===== src/hdl/pcs_rmii_cfg_map.vh =====
// Purpose: offsets, field positions, reset values and timing for the
//          coding-layer and reduced-MII configuration registers
// Assumes: 32-bit AXI4-Lite data, one aligned word per register
// Notes:   printed offsets are register indices; byte address is 4x index
`ifndef PCS_RMII_CFG_MAP_VH
`define PCS_RMII_CFG_MAP_VH

// register indices as printed, and the byte addresses derived from them
`define CODING_LAYER_INDEX      8'h16
`define REDUCED_MII_INDEX       8'h17
`define CODING_LAYER_ADDR       10'h058
`define REDUCED_MII_ADDR        10'h05C

// coding_layer_config_status fields
`define CL_FORCE_GOOD_LINK_BIT  5
`define CL_RESERVED_RO_BIT      4
`define CL_FAR_FAULT_EN_BIT     3
`define CL_NRZI_SKIP_BIT        2
`define CL_SCRAMBLER_SKIP_BIT   1
`define CL_DESCRAMBLER_SKIP_BIT 0
`define CL_WRITE_MASK           16'h002F

// reduced_mii_and_bypass_control fields
`define RM_RESERVED_HI_BIT      15
`define RM_MASTER_BIT           14
`define RM_REALIGN_DISABLE_BIT  13
`define RM_RESERVED_LO_MSB      12
`define RM_RESERVED_LO_LSB      9
`define RM_WRITE_MASK           16'hFE00

// fixed reset values (strap-fed fields are loaded after release)
`define CL_RESET_VALUE          16'h0000
`define RM_RESET_VALUE          16'h0000

// AXI responses
`define AXI_RESP_OKAY           2'h0
`define AXI_RESP_SLVERR         2'h2

// strap capture: cycles after reset release before the straps are taken,
// covering the two synchroniser stages
`define STRAP_SETTLE_CYCLES     2'h3

`endif


===== src/hdl/pcs_and_rmii_config_regs.v =====
// Purpose: configuration bits of the 100 Mb/s coding layer and the upper
//          reduced-MII mode register, reached over AXI4-Lite
// Assumes: one clock aclk (200 MHz), synchronous active-low aresetn;
//          strap and MAC-side pins are asynchronous and are synchronised
// Notes:   register bus is stalled until the straps are captured after reset
//
// The AXI4-Lite slave port is this design's own decision.
`timescale 1ns/1ps
`include "pcs_rmii_cfg_map.vh"

// Summary of operation
// - force good link: bit OR MAC input
// - bit 4 ignores writes, reads zero
// - far fault enable; fiber strap presets one
// - NRZI bypass bit, resets to zero
// - scrambler skip; fiber strap presets one
// - descrambler skip; fiber strap presets one
// - mode register holds interface selection controls
// - master bit: derive own reference clock
// - master zero means slave; strap sets reset
// - realign disable zero: realign each packet start
// - disable set: no realign, whole-symbol idles
module pcs_and_rmii_config_regs
(
  input  wire        aclk,
  input  wire        aresetn,
  // AXI4-Lite write address
  input  wire [31:0] s_axi_awaddr,
  input  wire [2:0]  s_axi_awprot,
  input  wire        s_axi_awvalid,
  output reg         s_axi_awready,
  // AXI4-Lite write data
  input  wire [31:0] s_axi_wdata,
  input  wire [3:0]  s_axi_wstrb,
  input  wire        s_axi_wvalid,
  output reg         s_axi_wready,
  // AXI4-Lite write response
  output reg  [1:0]  s_axi_bresp,
  output reg         s_axi_bvalid,
  input  wire        s_axi_bready,
  // AXI4-Lite read address
  input  wire [31:0] s_axi_araddr,
  input  wire [2:0]  s_axi_arprot,
  input  wire        s_axi_arvalid,
  output reg         s_axi_arready,
  // AXI4-Lite read data
  output reg  [31:0] s_axi_rdata,
  output reg  [1:0]  s_axi_rresp,
  output reg         s_axi_rvalid,
  input  wire        s_axi_rready,
  // straps and MAC-side pins (asynchronous)
  input  wire        fiber_mode_strap,
  input  wire        rmii_master_strap,
  input  wire        mac_side_link_force_input,
  input  wire        tx_enable_pin,
  // controls to the datapath
  output reg         link_good_force,
  output reg         far_fault_indication_enable,
  output reg         nrzi_skip,
  output reg         tx_scrambler_skip,
  output reg         rx_descrambler_skip,
  output reg         rmii_master_mode,
  output reg         ref_clock_divide_enable,
  output reg         tx_latency_realign_disable,
  output reg         tx_phase_realign,
  output reg         idle_whole_symbols
);

  // stored register contents
  reg  [15:0] coding_layer_config_status;      // coding-layer config
  reg  [15:0] reduced_mii_and_bypass_control;  // reduced-MII mode bits

  // synchroniser chains: stage one feeds stage two only
  reg  [3:0]  sync_stage1;                     // first flops
  reg  [3:0]  sync_stage2;                     // second flops, safe to use
  reg         tx_enable_last;                  // edge detect on stage two

  // strap capture sequencing
  reg  [1:0]  strap_wait;                      // cycles since release
  reg         straps_loaded;                   // bus open once set

  // write and read side bookkeeping
  wire        write_take;                      // both channels hand over
  wire        read_take;                       // read address handed over
  wire [9:0]  write_word;                      // word-aligned write address
  wire [9:0]  read_word;                       // word-aligned read address

  // byte-lane merge: only lanes with strobe high change, only masked bits
  function [15:0] merge_write;
    input [15:0] old_value;
    input [15:0] new_value;
    input [1:0]  strobes;
    input [15:0] write_mask;
    reg   [15:0] lane_mask;
    begin
      lane_mask   = {{8{strobes[1]}}, {8{strobes[0]}}} & write_mask;
      merge_write = (old_value & ~lane_mask) | (new_value & lane_mask);
    end
  endfunction

  // address decode shared by both channels
  function is_mapped;
    input [9:0] word_addr;
    begin
      is_mapped = (word_addr == `CODING_LAYER_ADDR) ||
                  (word_addr == `REDUCED_MII_ADDR);
    end
  endfunction

  // the readies only rise while both valids wait, so one edge takes both halves
  assign write_take = s_axi_awvalid & s_axi_awready & s_axi_wvalid & s_axi_wready;
  assign read_take  = s_axi_arvalid & s_axi_arready;
  assign write_word = {s_axi_awaddr[9:2], 2'h0};
  assign read_word  = {s_axi_araddr[9:2], 2'h0};

  // two-flop synchronisers for straps and MAC-side pins
  always @(posedge aclk)
  begin
    if (!aresetn)
    begin
      sync_stage1 <= 4'h0;
      sync_stage2 <= 4'h0;
    end
    else
    begin
      sync_stage1 <= {tx_enable_pin, mac_side_link_force_input,
                      rmii_master_strap, fiber_mode_strap};
      sync_stage2 <= sync_stage1;
    end
  end

  // strap capture waits for the synchronisers to fill after release
  always @(posedge aclk)
  begin
    if (!aresetn)
    begin
      strap_wait    <= 2'h0;
      straps_loaded <= 1'b0;
    end
    else if (!straps_loaded)
    begin
      if (strap_wait == `STRAP_SETTLE_CYCLES)
        straps_loaded <= 1'b1;               // capture happens this edge
      else
        strap_wait <= strap_wait + 2'h1;
    end
  end

  // write handshake: take address and data together, one write at a time
  always @(posedge aclk)
  begin
    if (!aresetn)
    begin
      s_axi_awready <= 1'b0;
      s_axi_wready  <= 1'b0;
      s_axi_bvalid  <= 1'b0;
      s_axi_bresp   <= `AXI_RESP_OKAY;
    end
    else if (write_take)
    begin
      // readies drop after one cycle; the response follows both channels
      s_axi_awready <= 1'b0;
      s_axi_wready  <= 1'b0;
      s_axi_bvalid  <= 1'b1;
      s_axi_bresp   <= is_mapped(write_word) ? `AXI_RESP_OKAY : `AXI_RESP_SLVERR;
    end
    else
    begin
      if (s_axi_bvalid && s_axi_bready)
        s_axi_bvalid <= 1'b0;                // response taken
      // open the readies only when both halves wait and no response is due
      if (straps_loaded && s_axi_awvalid && s_axi_wvalid && !s_axi_bvalid &&
          !s_axi_awready)
      begin
        s_axi_awready <= 1'b1;
        s_axi_wready  <= 1'b1;
      end
    end
  end

  // register storage: fixed reset, strap capture, then software writes
  always @(posedge aclk)
  begin
    if (!aresetn)
    begin
      coding_layer_config_status     <= `CL_RESET_VALUE;
      reduced_mii_and_bypass_control <= `RM_RESET_VALUE;
    end
    else if (!straps_loaded)
    begin
      if (strap_wait == `STRAP_SETTLE_CYCLES)
      begin
        // fiber mode runs unscrambled with far-end fault indication on
        coding_layer_config_status[`CL_FAR_FAULT_EN_BIT]     <= sync_stage2[0];
        coding_layer_config_status[`CL_SCRAMBLER_SKIP_BIT]   <= sync_stage2[0];
        coding_layer_config_status[`CL_DESCRAMBLER_SKIP_BIT] <= sync_stage2[0];
        reduced_mii_and_bypass_control[`RM_MASTER_BIT]       <= sync_stage2[1];
      end
    end
    else if (write_take)
    begin
      // bit 4 is outside the write mask so writes never reach it
      if (write_word == `CODING_LAYER_ADDR)
        coding_layer_config_status <= merge_write(coding_layer_config_status,
                                                  s_axi_wdata[15:0], s_axi_wstrb[1:0],
                                                  `CL_WRITE_MASK);
      // reserved bits stay read-write; software is expected to keep them 0
      if (write_word == `REDUCED_MII_ADDR)
        reduced_mii_and_bypass_control <= merge_write(reduced_mii_and_bypass_control,
                                                      s_axi_wdata[15:0], s_axi_wstrb[1:0],
                                                      `RM_WRITE_MASK);
    end
  end

  // read handshake: address taken, data one cycle later, held until taken
  always @(posedge aclk)
  begin
    if (!aresetn)
    begin
      s_axi_arready <= 1'b0;
      s_axi_rvalid  <= 1'b0;
      s_axi_rdata   <= 32'h00000000;
      s_axi_rresp   <= `AXI_RESP_OKAY;
    end
    else if (read_take)
    begin
      s_axi_arready <= 1'b0;
      s_axi_rvalid  <= 1'b1;
      s_axi_rresp   <= is_mapped(read_word) ? `AXI_RESP_OKAY : `AXI_RESP_SLVERR;
      // upper bits and unmapped words read as zero
      if (read_word == `CODING_LAYER_ADDR)
        s_axi_rdata <= {16'h0000, coding_layer_config_status & `CL_WRITE_MASK};
      else if (read_word == `REDUCED_MII_ADDR)
        s_axi_rdata <= {16'h0000, reduced_mii_and_bypass_control & `RM_WRITE_MASK};
      else
        s_axi_rdata <= 32'h00000000;
    end
    else
    begin
      if (s_axi_rvalid && s_axi_rready)
        s_axi_rvalid <= 1'b0;                // data taken
      if (straps_loaded && s_axi_arvalid && !s_axi_rvalid && !s_axi_arready)
        s_axi_arready <= 1'b1;
    end
  end

  // datapath controls, all registered so outputs come from flops
  always @(posedge aclk)
  begin
    if (!aresetn)
    begin
      link_good_force             <= 1'b0;
      far_fault_indication_enable <= 1'b0;
      nrzi_skip                   <= 1'b0;
      tx_scrambler_skip           <= 1'b0;
      rx_descrambler_skip         <= 1'b0;
      rmii_master_mode            <= 1'b0;
      ref_clock_divide_enable     <= 1'b0;
      tx_latency_realign_disable  <= 1'b0;
      idle_whole_symbols          <= 1'b0;
    end
    else
    begin
      // either software or the MAC can hold the 100 Mb/s link up
      link_good_force <= coding_layer_config_status[`CL_FORCE_GOOD_LINK_BIT] |
                         sync_stage2[2];
      far_fault_indication_enable <= coding_layer_config_status[`CL_FAR_FAULT_EN_BIT];
      nrzi_skip           <= coding_layer_config_status[`CL_NRZI_SKIP_BIT];
      tx_scrambler_skip   <= coding_layer_config_status[`CL_SCRAMBLER_SKIP_BIT];
      rx_descrambler_skip <= coding_layer_config_status[`CL_DESCRAMBLER_SKIP_BIT];
      // master: 25 MHz in, divider/mux produces the 50 MHz reference the MAC
      // also uses; slave: 50 MHz taken straight in. changing this live can
      // glitch the shared clock, hence it is normally left as strapped
      rmii_master_mode        <= reduced_mii_and_bypass_control[`RM_MASTER_BIT];
      ref_clock_divide_enable <= reduced_mii_and_bypass_control[`RM_MASTER_BIT];
      // raw disable bit exported so the transmitter can pick its idle handling
      tx_latency_realign_disable <= reduced_mii_and_bypass_control[`RM_REALIGN_DISABLE_BIT];
      // without realignment idles go out only in whole symbols
      idle_whole_symbols <= reduced_mii_and_bypass_control[`RM_REALIGN_DISABLE_BIT];
    end
  end

  // packet-start realignment pulse on the rising edge of transmit enable
  always @(posedge aclk)
  begin
    if (!aresetn)
    begin
      tx_enable_last   <= 1'b0;
      tx_phase_realign <= 1'b0;
    end
    else
    begin
      tx_enable_last   <= sync_stage2[3];
      // suppressed while realignment is disabled
      tx_phase_realign <= sync_stage2[3] & ~tx_enable_last &
                          ~reduced_mii_and_bypass_control[`RM_REALIGN_DISABLE_BIT];
    end
  end

endmodule


===== config.mk =====
export PLATFORM = sky130hd
export DESIGN_NAME = pcs_and_rmii_config_regs
export DESIGN_NICKNAME = d
export VERILOG_FILES = /design/src/hdl/pcs_and_rmii_config_regs.v
export VERILOG_INCLUDE_DIRS = /design/src /design/src/hdl
export SDC_FILE = /design/constraint.sdc
export NUM_CORES = 1
export LEC_CHECK = 0
export ABC_AREA = 1
export BUFFER_PORTS_ARGS = -buffer_cell sky130_fd_sc_hd__buf_2
export CAP_MARGIN = 20
export CORE_UTILIZATION = 40
export CTS_BUF_LIST = sky130_fd_sc_hd__clkbuf_2 sky130_fd_sc_hd__clkbuf_4 sky130_fd_sc_hd__clkbuf_8
export DETAILED_ROUTE_END_ITERATION = 8
export GPL_TIMING_DRIVEN = 0
export PLACE_DENSITY = 0.89
export SYNTH_ARGS = -nofsm -noshare
export SYNTH_HDL_FRONTEND = slang
export SYNTH_SLANG_ARGS = --single-unit

===== constraint.sdc =====
create_clock -name aclk -period 1.4 [get_ports aclk]
set_clock_uncertainty 0.1 [all_clocks]
set_input_delay 0.07 -clock aclk [delete_from_list [all_inputs] [get_ports aclk]]
set_output_delay 0.07 -clock aclk [all_outputs]
set_load 0.1 [all_outputs]

Word level (Yosys, flattened, before mapping)
Index checks and enable logic that the tools add are counted.
W data, S select, Z words.

word-level totals
  word-level logic and storage cells = 98
  register bits after elaboration = 92

operators by class
  $add $sub $neg = 1
  bitwise logic cells = 20
  equality and inequality tests = 8
  reduce and logical (&&, ||, !) cells = 25
  mux-type cells = 20

operators with widths
  operator               count
  $and A16 B16 Y16       3
  $eq A8 B5 Y1 const B   4
  $mux W16               2
  $or A16 B16 Y16        2
  $mux W15               2
  $and A16 B6 Y16        1
  $not A16 Y16           1
  $not A6 Y16            1
  $reduce_and A3 Y1      4
  $mux W1                10
  $logic_and A1 B1 Y1    9
  $mux W2                4
  $mux W4                2
  $and A1 B1 Y1          6
  $ne A2 B1 Y1 const B   3
  $reduce_bool A2 Y1     3
  $not A1 Y1             5
  $logic_not A1 Y1       4
  $reduce_or A2 Y1       2
  $add A2 B1 Y2 const B  1
  $eq A2 B2 Y1 const B   1
  $logic_or A1 B1 Y1     2
  $reduce_and A2 Y1      1
  $or A1 B1 Y1           1

Longest topological paths before layout
Gate-level depths: netlist of the first run.

  word-level depth = 6
  mapped depth = 8
  depth with buffers taken out = 8

Least setup slack after synthesis of the first run
No wires, ideal clock.

  kind = register to register
  start point = reg s_axi_wready
  end point = reg with a tool-made name
  data required time = 1.184 ns
  setup time = 0.116 ns
  period minus slack after synthesis = 1.968 ns
  cell stages (with the launch flop) = 6
  arrival = 1.752 ns
  buffers on the path = 0
  path slack = -0.568 ns
  cells stage by stage = dfxtp_1 nand3_4 nor2_8 nand4_4 o21ai_0 nor2_1

RTL lines
  item                    line                            RTL
  start, declared         pcs_and_rmii_config_regs.v:36   output reg s_axi_wready,
  start signal, assigned  pcs_and_rmii_config_regs.v:155  s_axi_wready <= 1'b0;
  start signal, assigned  pcs_and_rmii_config_regs.v:163  s_axi_wready <= 1'b0;
  start signal, assigned  pcs_and_rmii_config_regs.v:176  s_axi_wready <= 1'b1;

Worst setup path after layout of the first run
  start point = in s_axi_arvalid
  end point = reg s_axi_rvalid

between the ends
  word-level cells in the longest chain between the ends = 2
  elaborated cells between the ends (all ways) = 3
  those cells by class = 1 x mux; 1 x bitwise; 1 x reduce/logical

RTL lines
  item                                                  line                            RTL
  start, declared                                       pcs_and_rmii_config_regs.v:44   input wire s_axi_arvalid,
  $and A1 B1 Y1 (*)                                     pcs_and_rmii_config_regs.v:112  assign read_take = s_axi_arvalid & s_axi_arready;
  $mux W1 / $reduce_bool A2 Y1 (equally long branches)  --
  end signal, assigned                                  pcs_and_rmii_config_regs.v:221  s_axi_rvalid <= 1'b0;
  end signal, assigned                                  pcs_and_rmii_config_regs.v:228  s_axi_rvalid <= 1'b1;
  end signal, assigned                                  pcs_and_rmii_config_regs.v:241  s_axi_rvalid <= 1'b0;
  end, declared                                         pcs_and_rmii_config_regs.v:49   output reg s_axi_rvalid,

Every way passes the cells marked *; elsewhere a longest branch is shown, timed or not.
A chain may end at the register's enable or synchronous reset.

==> impl_summary.log, run 1 <==
INFO  metric timing.critical_path.to_type = register
INFO  metric post_drt_wl_per_cell = around 10 um
INFO  metric floorplan_die_width = 74.6 um
INFO  metric part_of_the_cycle_the_worst_path_needs = 0.964
INFO  metric crit_path_max_fanout = 3
INFO  metric postRouteWirelength = 4500 um
INFO  metric critical_path_buf_inv_count = 3
INFO  metric hold_slack = 0.0134 ns
INFO  metric post-dp-hpwl = 3390 um
INFO  metric leakage = between 0.0015 and 0.002 uW
INFO  metric critical-path-top-cell-by-count = dlygate4sd3_1
INFO  metric required = between 1 and 1.5 ns
INFO  metric vias_per_cell = 4.22
INFO  metric die_area = 5570 um^2
INFO  metric drt_first_pass_iters = 4
INFO  metric achievable-frequency = about 740 MHz
INFO  metric gate_count_of_the_mapped_netlist = 270
INFO  metric placementRows = 26
INFO  metric startpoint = s_axi_arvalid
INFO  metric cap_violations = 0
INFO  metric hold_path_class = input pin to register
INFO  metric overflow = 0
INFO  metric clock_tree.root_cell = clkbuf_8
INFO  metric stdcell_count = 455
INFO  metric max-clock-path-buffers = 2
INFO  metric yosys.cell_types.count = 30
INFO  metric endpoint = s_axi_rvalid$_SDFFE_PN0P_
INFO  metric pin_count_of_the_biggest_net_entering_global_routing = 16
INFO  metric finalWeightedCongestion = 0.808
INFO  metric report.power.total = 3300 uW
INFO  metric number_of_global_route_vias_before_repair = 1741
INFO  metric cts_setup_buffers = 0
INFO  metric nets = 502
INFO  metric drc = 0
INFO  metric clock_sink_count = 50
INFO  metric clock_tree_from_tritoncts = built
INFO  metric regToRegSetupSlack = between 0.1 and 0.15 ns
INFO  metric timing.critical_path.cells = dlygate4sd3_1, buf_2, nand2_2, a21oi_2, dlygate4sd3_1
INFO  metric pwr_density_cell = 1130 nW/um^2
INFO  metric grt_use_total = 0.166
INFO  metric dieHeight = between 70 and 80 um
INFO  metric synthesis.area_per_instance = 7.82 um^2
INFO  metric outcome = completed
INFO  metric cts_htree_levels = 2
INFO  metric cts-buffers-inserted = 5
INFO  metric register_bit_total_from_synthesis = 50
INFO  metric cp_slowest_cell = dlygate4sd3_1
INFO  metric worstPathArrival = 1.43 ns
INFO  metric dpl_cell_area = 2630 um^2
INFO  metric place.port_buffers = about 70
INFO  metric clkTransAtPathRegs = 0.09 ns
INFO  metric antenna_found_initial = 0
INFO  metric layout_common_cells = buf_2, nand2_1, dfxtp_1, nor2_1, inv_1
INFO  metric hold_viol = 0
INFO  metric vias = 1919
INFO  metric mostFrequentLayoutCell = buf_2
INFO  metric grt_first_pass_wirelength = 7070 um
INFO  metric report.final.slew_viol_count = 0
INFO  metric post-route-min-period = 1.35 ns
INFO  metric critical_path.max_stage_delay = 0.55 ns
INFO  metric ir_drop = 0.505 mV
INFO  metric r2r.worst_path.cells = 5
INFO  metric setup_violation_total_in_the_final_timing_report = 0
INFO  metric drive_gt1_frac = 0.335
INFO  metric effective_utilization_at_floorplan = 0.413
INFO  metric top_level_ports = 168
INFO  metric design_area = 2930 um^2
INFO  metric antenna_left = 0
INFO  metric cp_top_family = buffers and inverters
INFO  metric area_growth_syn_to_layout = 39.0%
INFO  metric synth_seq_area_share = 0.474
INFO  metric dpl.cell_count = 429
INFO  metric worst_path_depth = 5
INFO  metric clk_latency = 0.29 ns
INFO  metric critical_path.startpoint_type = input pin
INFO  metric core_region_area = about 5100 um^2
INFO  metric critical_path.reg2reg.startpoint = straps_loaded$_SDFF_PN0_
INFO  metric synth_area = roughly 2100 um^2
INFO  metric final_util = 0.574
INFO  metric antenna_cells = 0
INFO  metric yosysWarningCount = 0
INFO  metric detail_route.iter0.violations = 48
INFO  metric path_class = input pin to register
==> worst min path at each step <==
stage          slack [ns]  cells after the start                      start                                          to
3_5_place_dp         0.15                      3  mac_side_link_force_input                   sync_stage1[2]$_SDFF_PN0_
2_1_floorplan        0.07                      2           fiber_mode_strap                   sync_stage1[0]$_SDFF_PN0_
3_3_place_gp         0.15                      3          rmii_master_strap                   sync_stage1[1]$_SDFF_PN0_
4_1_cts             0.009                      5             s_axi_wdata[1]  coding_layer_config_status[1]$_SDFFE_PN0P_
6_report             0.01                      5             s_axi_wdata[1]  coding_layer_config_status[1]$_SDFFE_PN0P_
5_1_grt              0.02                      3               s_axi_wvalid                   s_axi_bvalid$_SDFFE_PN0P_
==> through the flow <==
| step | setup WS [ns] | TNS (ns) |
|---|---|---|
| 2_1_floorplan | 0.00679 | 0 |
| 3_3_place_gp | 0.157 | 0 |
| 3_5_place_dp | 0.0949 | 0 |
| 4_1_cts | 0.0275 | 0 |
| 5_1_grt | -0.00308 | -0.00416 |
| 6_report | 0.0502 | 0 |
==> Yosys cell counts, drive strengths merged <==
library cell | number | area (um^2)
buf | 28 | 208
a21oi | 6 | 30.0
nor3b | 1 | 7.51
conb | 1 | 3.75
clkinv | 2 | 12.5
nand3 | 11 | 77.6
dfxtp | 50 | 1000
ha | 1 | 12.5
clkbuf | 2 | 8.75
nor4 | 1 | 21.3
o21ba | 1 | 10.0
inv | 31 | 116
nand4 | 4 | 40.0
o21ai | 22 | 110
nor2 | 38 | 174
a31oi | 1 | 6.26
nand2 | 65 | 244
nor3 | 4 | 20.0
o21a | 1 | 7.51
==> worst register-to-register path: stages (launching register included) <==
cell and delay (ns):
dfxtp_1 0.37, inv_2 0.12, nor2_8 0.17, nand4_4 0.16, o21ai_0 0.21, nor2_1 0.06
==> cells by family (layout without fill, tap and decap cells) <==
kind of cell | count (synthesis) | count (layout) | synth area share
AO/OA/AOI/OAI | 31 | 31 | 0.0777
adder cells (fa/ha/maj) | 1 | 1 | 0.00593
buffers and inverters | 63 | 157 | 0.164
flip-flops | 50 | 50 | 0.474
other | 1 | 22 | 0.00178
AND/OR/NAND/NOR | 124 | 124 | 0.277
==> metal layers <==
layer,vias to the layer above,track usage,wire length (um)
met5,-,0,0
met3,7,0.0388,272
met4,0,0.0671,63
met2,72,0.302,2160
met1,819,0.185,2000
li1,1021,-,-
==> cell type report <==
class | count | area (um^2)
fillers | 489 | 2170
inverters | 33 | 129
clock buffers | 5 | 68.8
clock inverters | 3 | 40.0
repair buffers | 86 | 523
multi-input cells | 178 | 855
well taps | 70 | 87.6
flip-flops and latches | 50 | 1010
plain buffers | 30 | 216
==> report_power, final <==
part	internal [uW]	switching (uW)
clock	526	447
sequential	1480	35.5
combinational	216	595
total	2230	1080
==> what timing repair did <==
| action | in CTS | in global routing |
|---|---|---|
| resized for setup | 0 | 5 |
| hold buffers | 18 | 0 |
| endpoints found under the hold margin | 18 | 0 |
| endpoints found under the setup margin | 0 | 5 |
(Power assumes the default switching activity.)
==> run 2, diff against run 1 <==
CORE_ASPECT_RATIO = 1.1   (was default)
==> run 2 against run 1 <==
Effect of this change: the run now ends with DRC left; die area about the same; clock power decreased by 17%; core utilization decreased by 0.20 points; non-clock buffer count unchanged; count of clock-buffer cells in the layout unchanged; flip-flop and latch count unchanged; first-iteration DRC count increased by 54%; register-to-register slack about the same; sequential power about the same; setup slack got worse by 0.0086 ns; largest cell class unchanged; largest power group unchanged; highest routed layer unchanged.
==> impl_summary.log, run 2 (synthesis results as in run 1) <==
INFO  metric cts_htree_levels = 2
INFO  metric core_region_area = between 5000 and 6000 um^2
INFO  metric cts-buffers-inserted = 5
INFO  metric setup_violation_total_in_the_final_timing_report = 0
INFO  metric power.share.combinational = 0.255
INFO  metric required = roughly 1.2 ns
INFO  metric nets = 502
INFO  metric maxUsedRoutingLayer = met4
INFO  metric dpl.cell_count = 417
INFO  metric critical_path.reg2reg.startpoint = straps_loaded$_SDFF_PN0_
INFO  metric antenna_left = 0
INFO  metric outcome = complete, but fails checks
INFO  metric regToRegSetupSlack = approximately 0.11 ns
INFO  metric pin_count_of_the_biggest_net_entering_global_routing = 16
INFO  metric dr_wl_met3 = 290 um
INFO  metric power_switching_share = 0.347
INFO  metric dp_worst_setup_slack = 0.109 ns
INFO  metric critical_path.startpoint_type = register
INFO  metric place.port_buffers = 68
INFO  metric floorplan_die_width = 71.3 um
INFO  metric top_level_ports = 168
INFO  metric stdcell_count = 442
INFO  metric hold_viol = 0
INFO  metric vias = 1904
INFO  metric whs_endpoint = s_axi_rresp[1]$_SDFFE_PN0P_
INFO  metric effective_utilization_at_floorplan = 0.419
INFO  metric p_clk_frac = 0.259
INFO  metric hold_path_class = input pin to register
INFO  metric post-dp-hpwl = roughly 3200 um
INFO  metric achievable-frequency = between 700 and 800 MHz
INFO  metric cap_violations = 0
INFO  metric clk_latency = 0.30 ns
INFO  metric antenna_cells = 0
INFO  metric fillerInstances = 461
INFO  metric net-switching-power = 1080 uW
INFO  metric die_area = 5570 um^2
INFO  metric drive_gt1_frac = 0.331
INFO  metric mostFrequentLayoutCell = buf_2
INFO  metric clock_tree_from_tritoncts = built
INFO  metric area_growth_syn_to_layout = 36.5%
INFO  metric layout_common_cells = buf_2, nand2_1, dfxtp_1, nor2_1, inv_1
INFO  metric hold_slack = roughly 0.00067 ns
INFO  metric clock_tree.root_cell = clkbuf_8
INFO  metric dieHeight = 78.2 um
INFO  metric ir_drop = 0.577 mV
INFO  metric overflow = 0
INFO  metric p_int = roughly 2000 uW
INFO  metric grt_setup_unrepaired = no
INFO  metric hp-start = s_axi_araddr[8]
INFO  metric finalWeightedCongestion = 0.789
INFO  metric postRouteWirelength = 4240 um
INFO  metric antenna_found_initial = 0
INFO  metric clock_sink_count = 50
INFO  metric grt_use_total = 0.159
INFO  metric met1_length = 1900 um
INFO  metric pwr_density_cell = 1080 nW/um^2
INFO  metric clkTransAtPathRegs = 0.09 ns
INFO  metric drt_first_pass_iters = 7
INFO  metric min_delay_path_depth = 5
INFO  metric number_of_global_route_vias_before_repair = 1691
INFO  metric p_seq_frac = 0.486
INFO  metric violations = DRC
INFO  metric final_ws_setup = 0.0416 ns
INFO  metric met2RoutedLength = 2000 um
INFO  metric max-clock-path-buffers = 2
INFO  metric path_class = register to output pin
INFO  metric worstPathArrival = 1.19 ns
INFO  metric r2r.worst_path.cells = 5
INFO  metric grt_first_pass_wirelength = 7030 um
INFO  metric post_drt_wl_per_cell = 9.60 um
INFO  metric leakage = 0.00158 uW
INFO  metric part_of_the_cycle_the_worst_path_needs = 0.970
INFO  metric crit_path_max_fanout = 4
INFO  metric placementRows = 27
INFO  metric detail_route.iter0.violations = 74
INFO  metric report.final.slew_viol_count = 0
INFO  metric timing.critical_path.to_type = output pin
INFO  metric vias_per_cell = 4.31
INFO  metric drc = 6
INFO  metric total_negative_setup_slack = 0 ns
INFO  metric post-route-min-period = 1.36 ns
[run 2: worst max-delay path, stage by stage (launching register included)]
cell	delay, ns
dfxtp_4	0.38
buf_4	0.10
buf_2	0.41
[run 2: layer usage]
layer	vias up	global-route usage
li1	1022	-
met3	5	0.0411
met1	799	0.184
met2	78	0.285
met4	0	0.0480
met5	-	0
[run 2: power groups by stage]
stage,sequential [uW],clock [uW],combinational (uW)
detailed placement,1550,0,757
finish,1520,811,797
CTS,1520,831,796
floorplan,1650,0,534
global route,1520,887,851
global placement,1550,0,748
[run 2: final cells by class]
class,count,area [um^2],area share
Buffer,30,216,0.0751
Clock buffer,5,68.8,0.0239
Clock inverter,2,13.8,0.00478
Inverter,33,129,0.0447
Multi-Input combinational cell,178,846,0.294
Sequential cell,50,1010,0.352
Tap cell,58,72.6,0.0252
Timing Repair Buffer,86,520,0.181
[run 2: worst max path at each step]
stage                              start           end  slack (ns)  cells after the start
6_report       s_axi_wready$_SDFFE_PP0P_  s_axi_wready        0.04                      2
2_1_floorplan  s_axi_wready$_SDFFE_PP0P_      register       0.007                      5
3_3_place_gp    straps_loaded$_SDFF_PN0_      register        0.15                      5
5_1_grt         straps_loaded$_SDFF_PN0_      register       0.002                      5
3_5_place_dp    straps_loaded$_SDFF_PN0_      register        0.11                      5
4_1_cts        s_axi_wready$_SDFFE_PP0P_  s_axi_wready        0.03                      2
[run 2: stage by stage]
step,power (uW),area [um^2],utilization
floorplan,2180,2200,-
global placement,2300,2620,0.520
detailed placement,2310,2620,0.520
CTS,3140,2880,0.572
global route,3260,2880,0.572
finish,3130,2880,0.572
[run 2: timing repair]
action                                  CTS  global route
hold endpoints to repair                 18             0
endpoints found under the setup margin    0             6
gates resized for setup                   0             3
buffers inserted                          0             0
hold buffers                             18             0
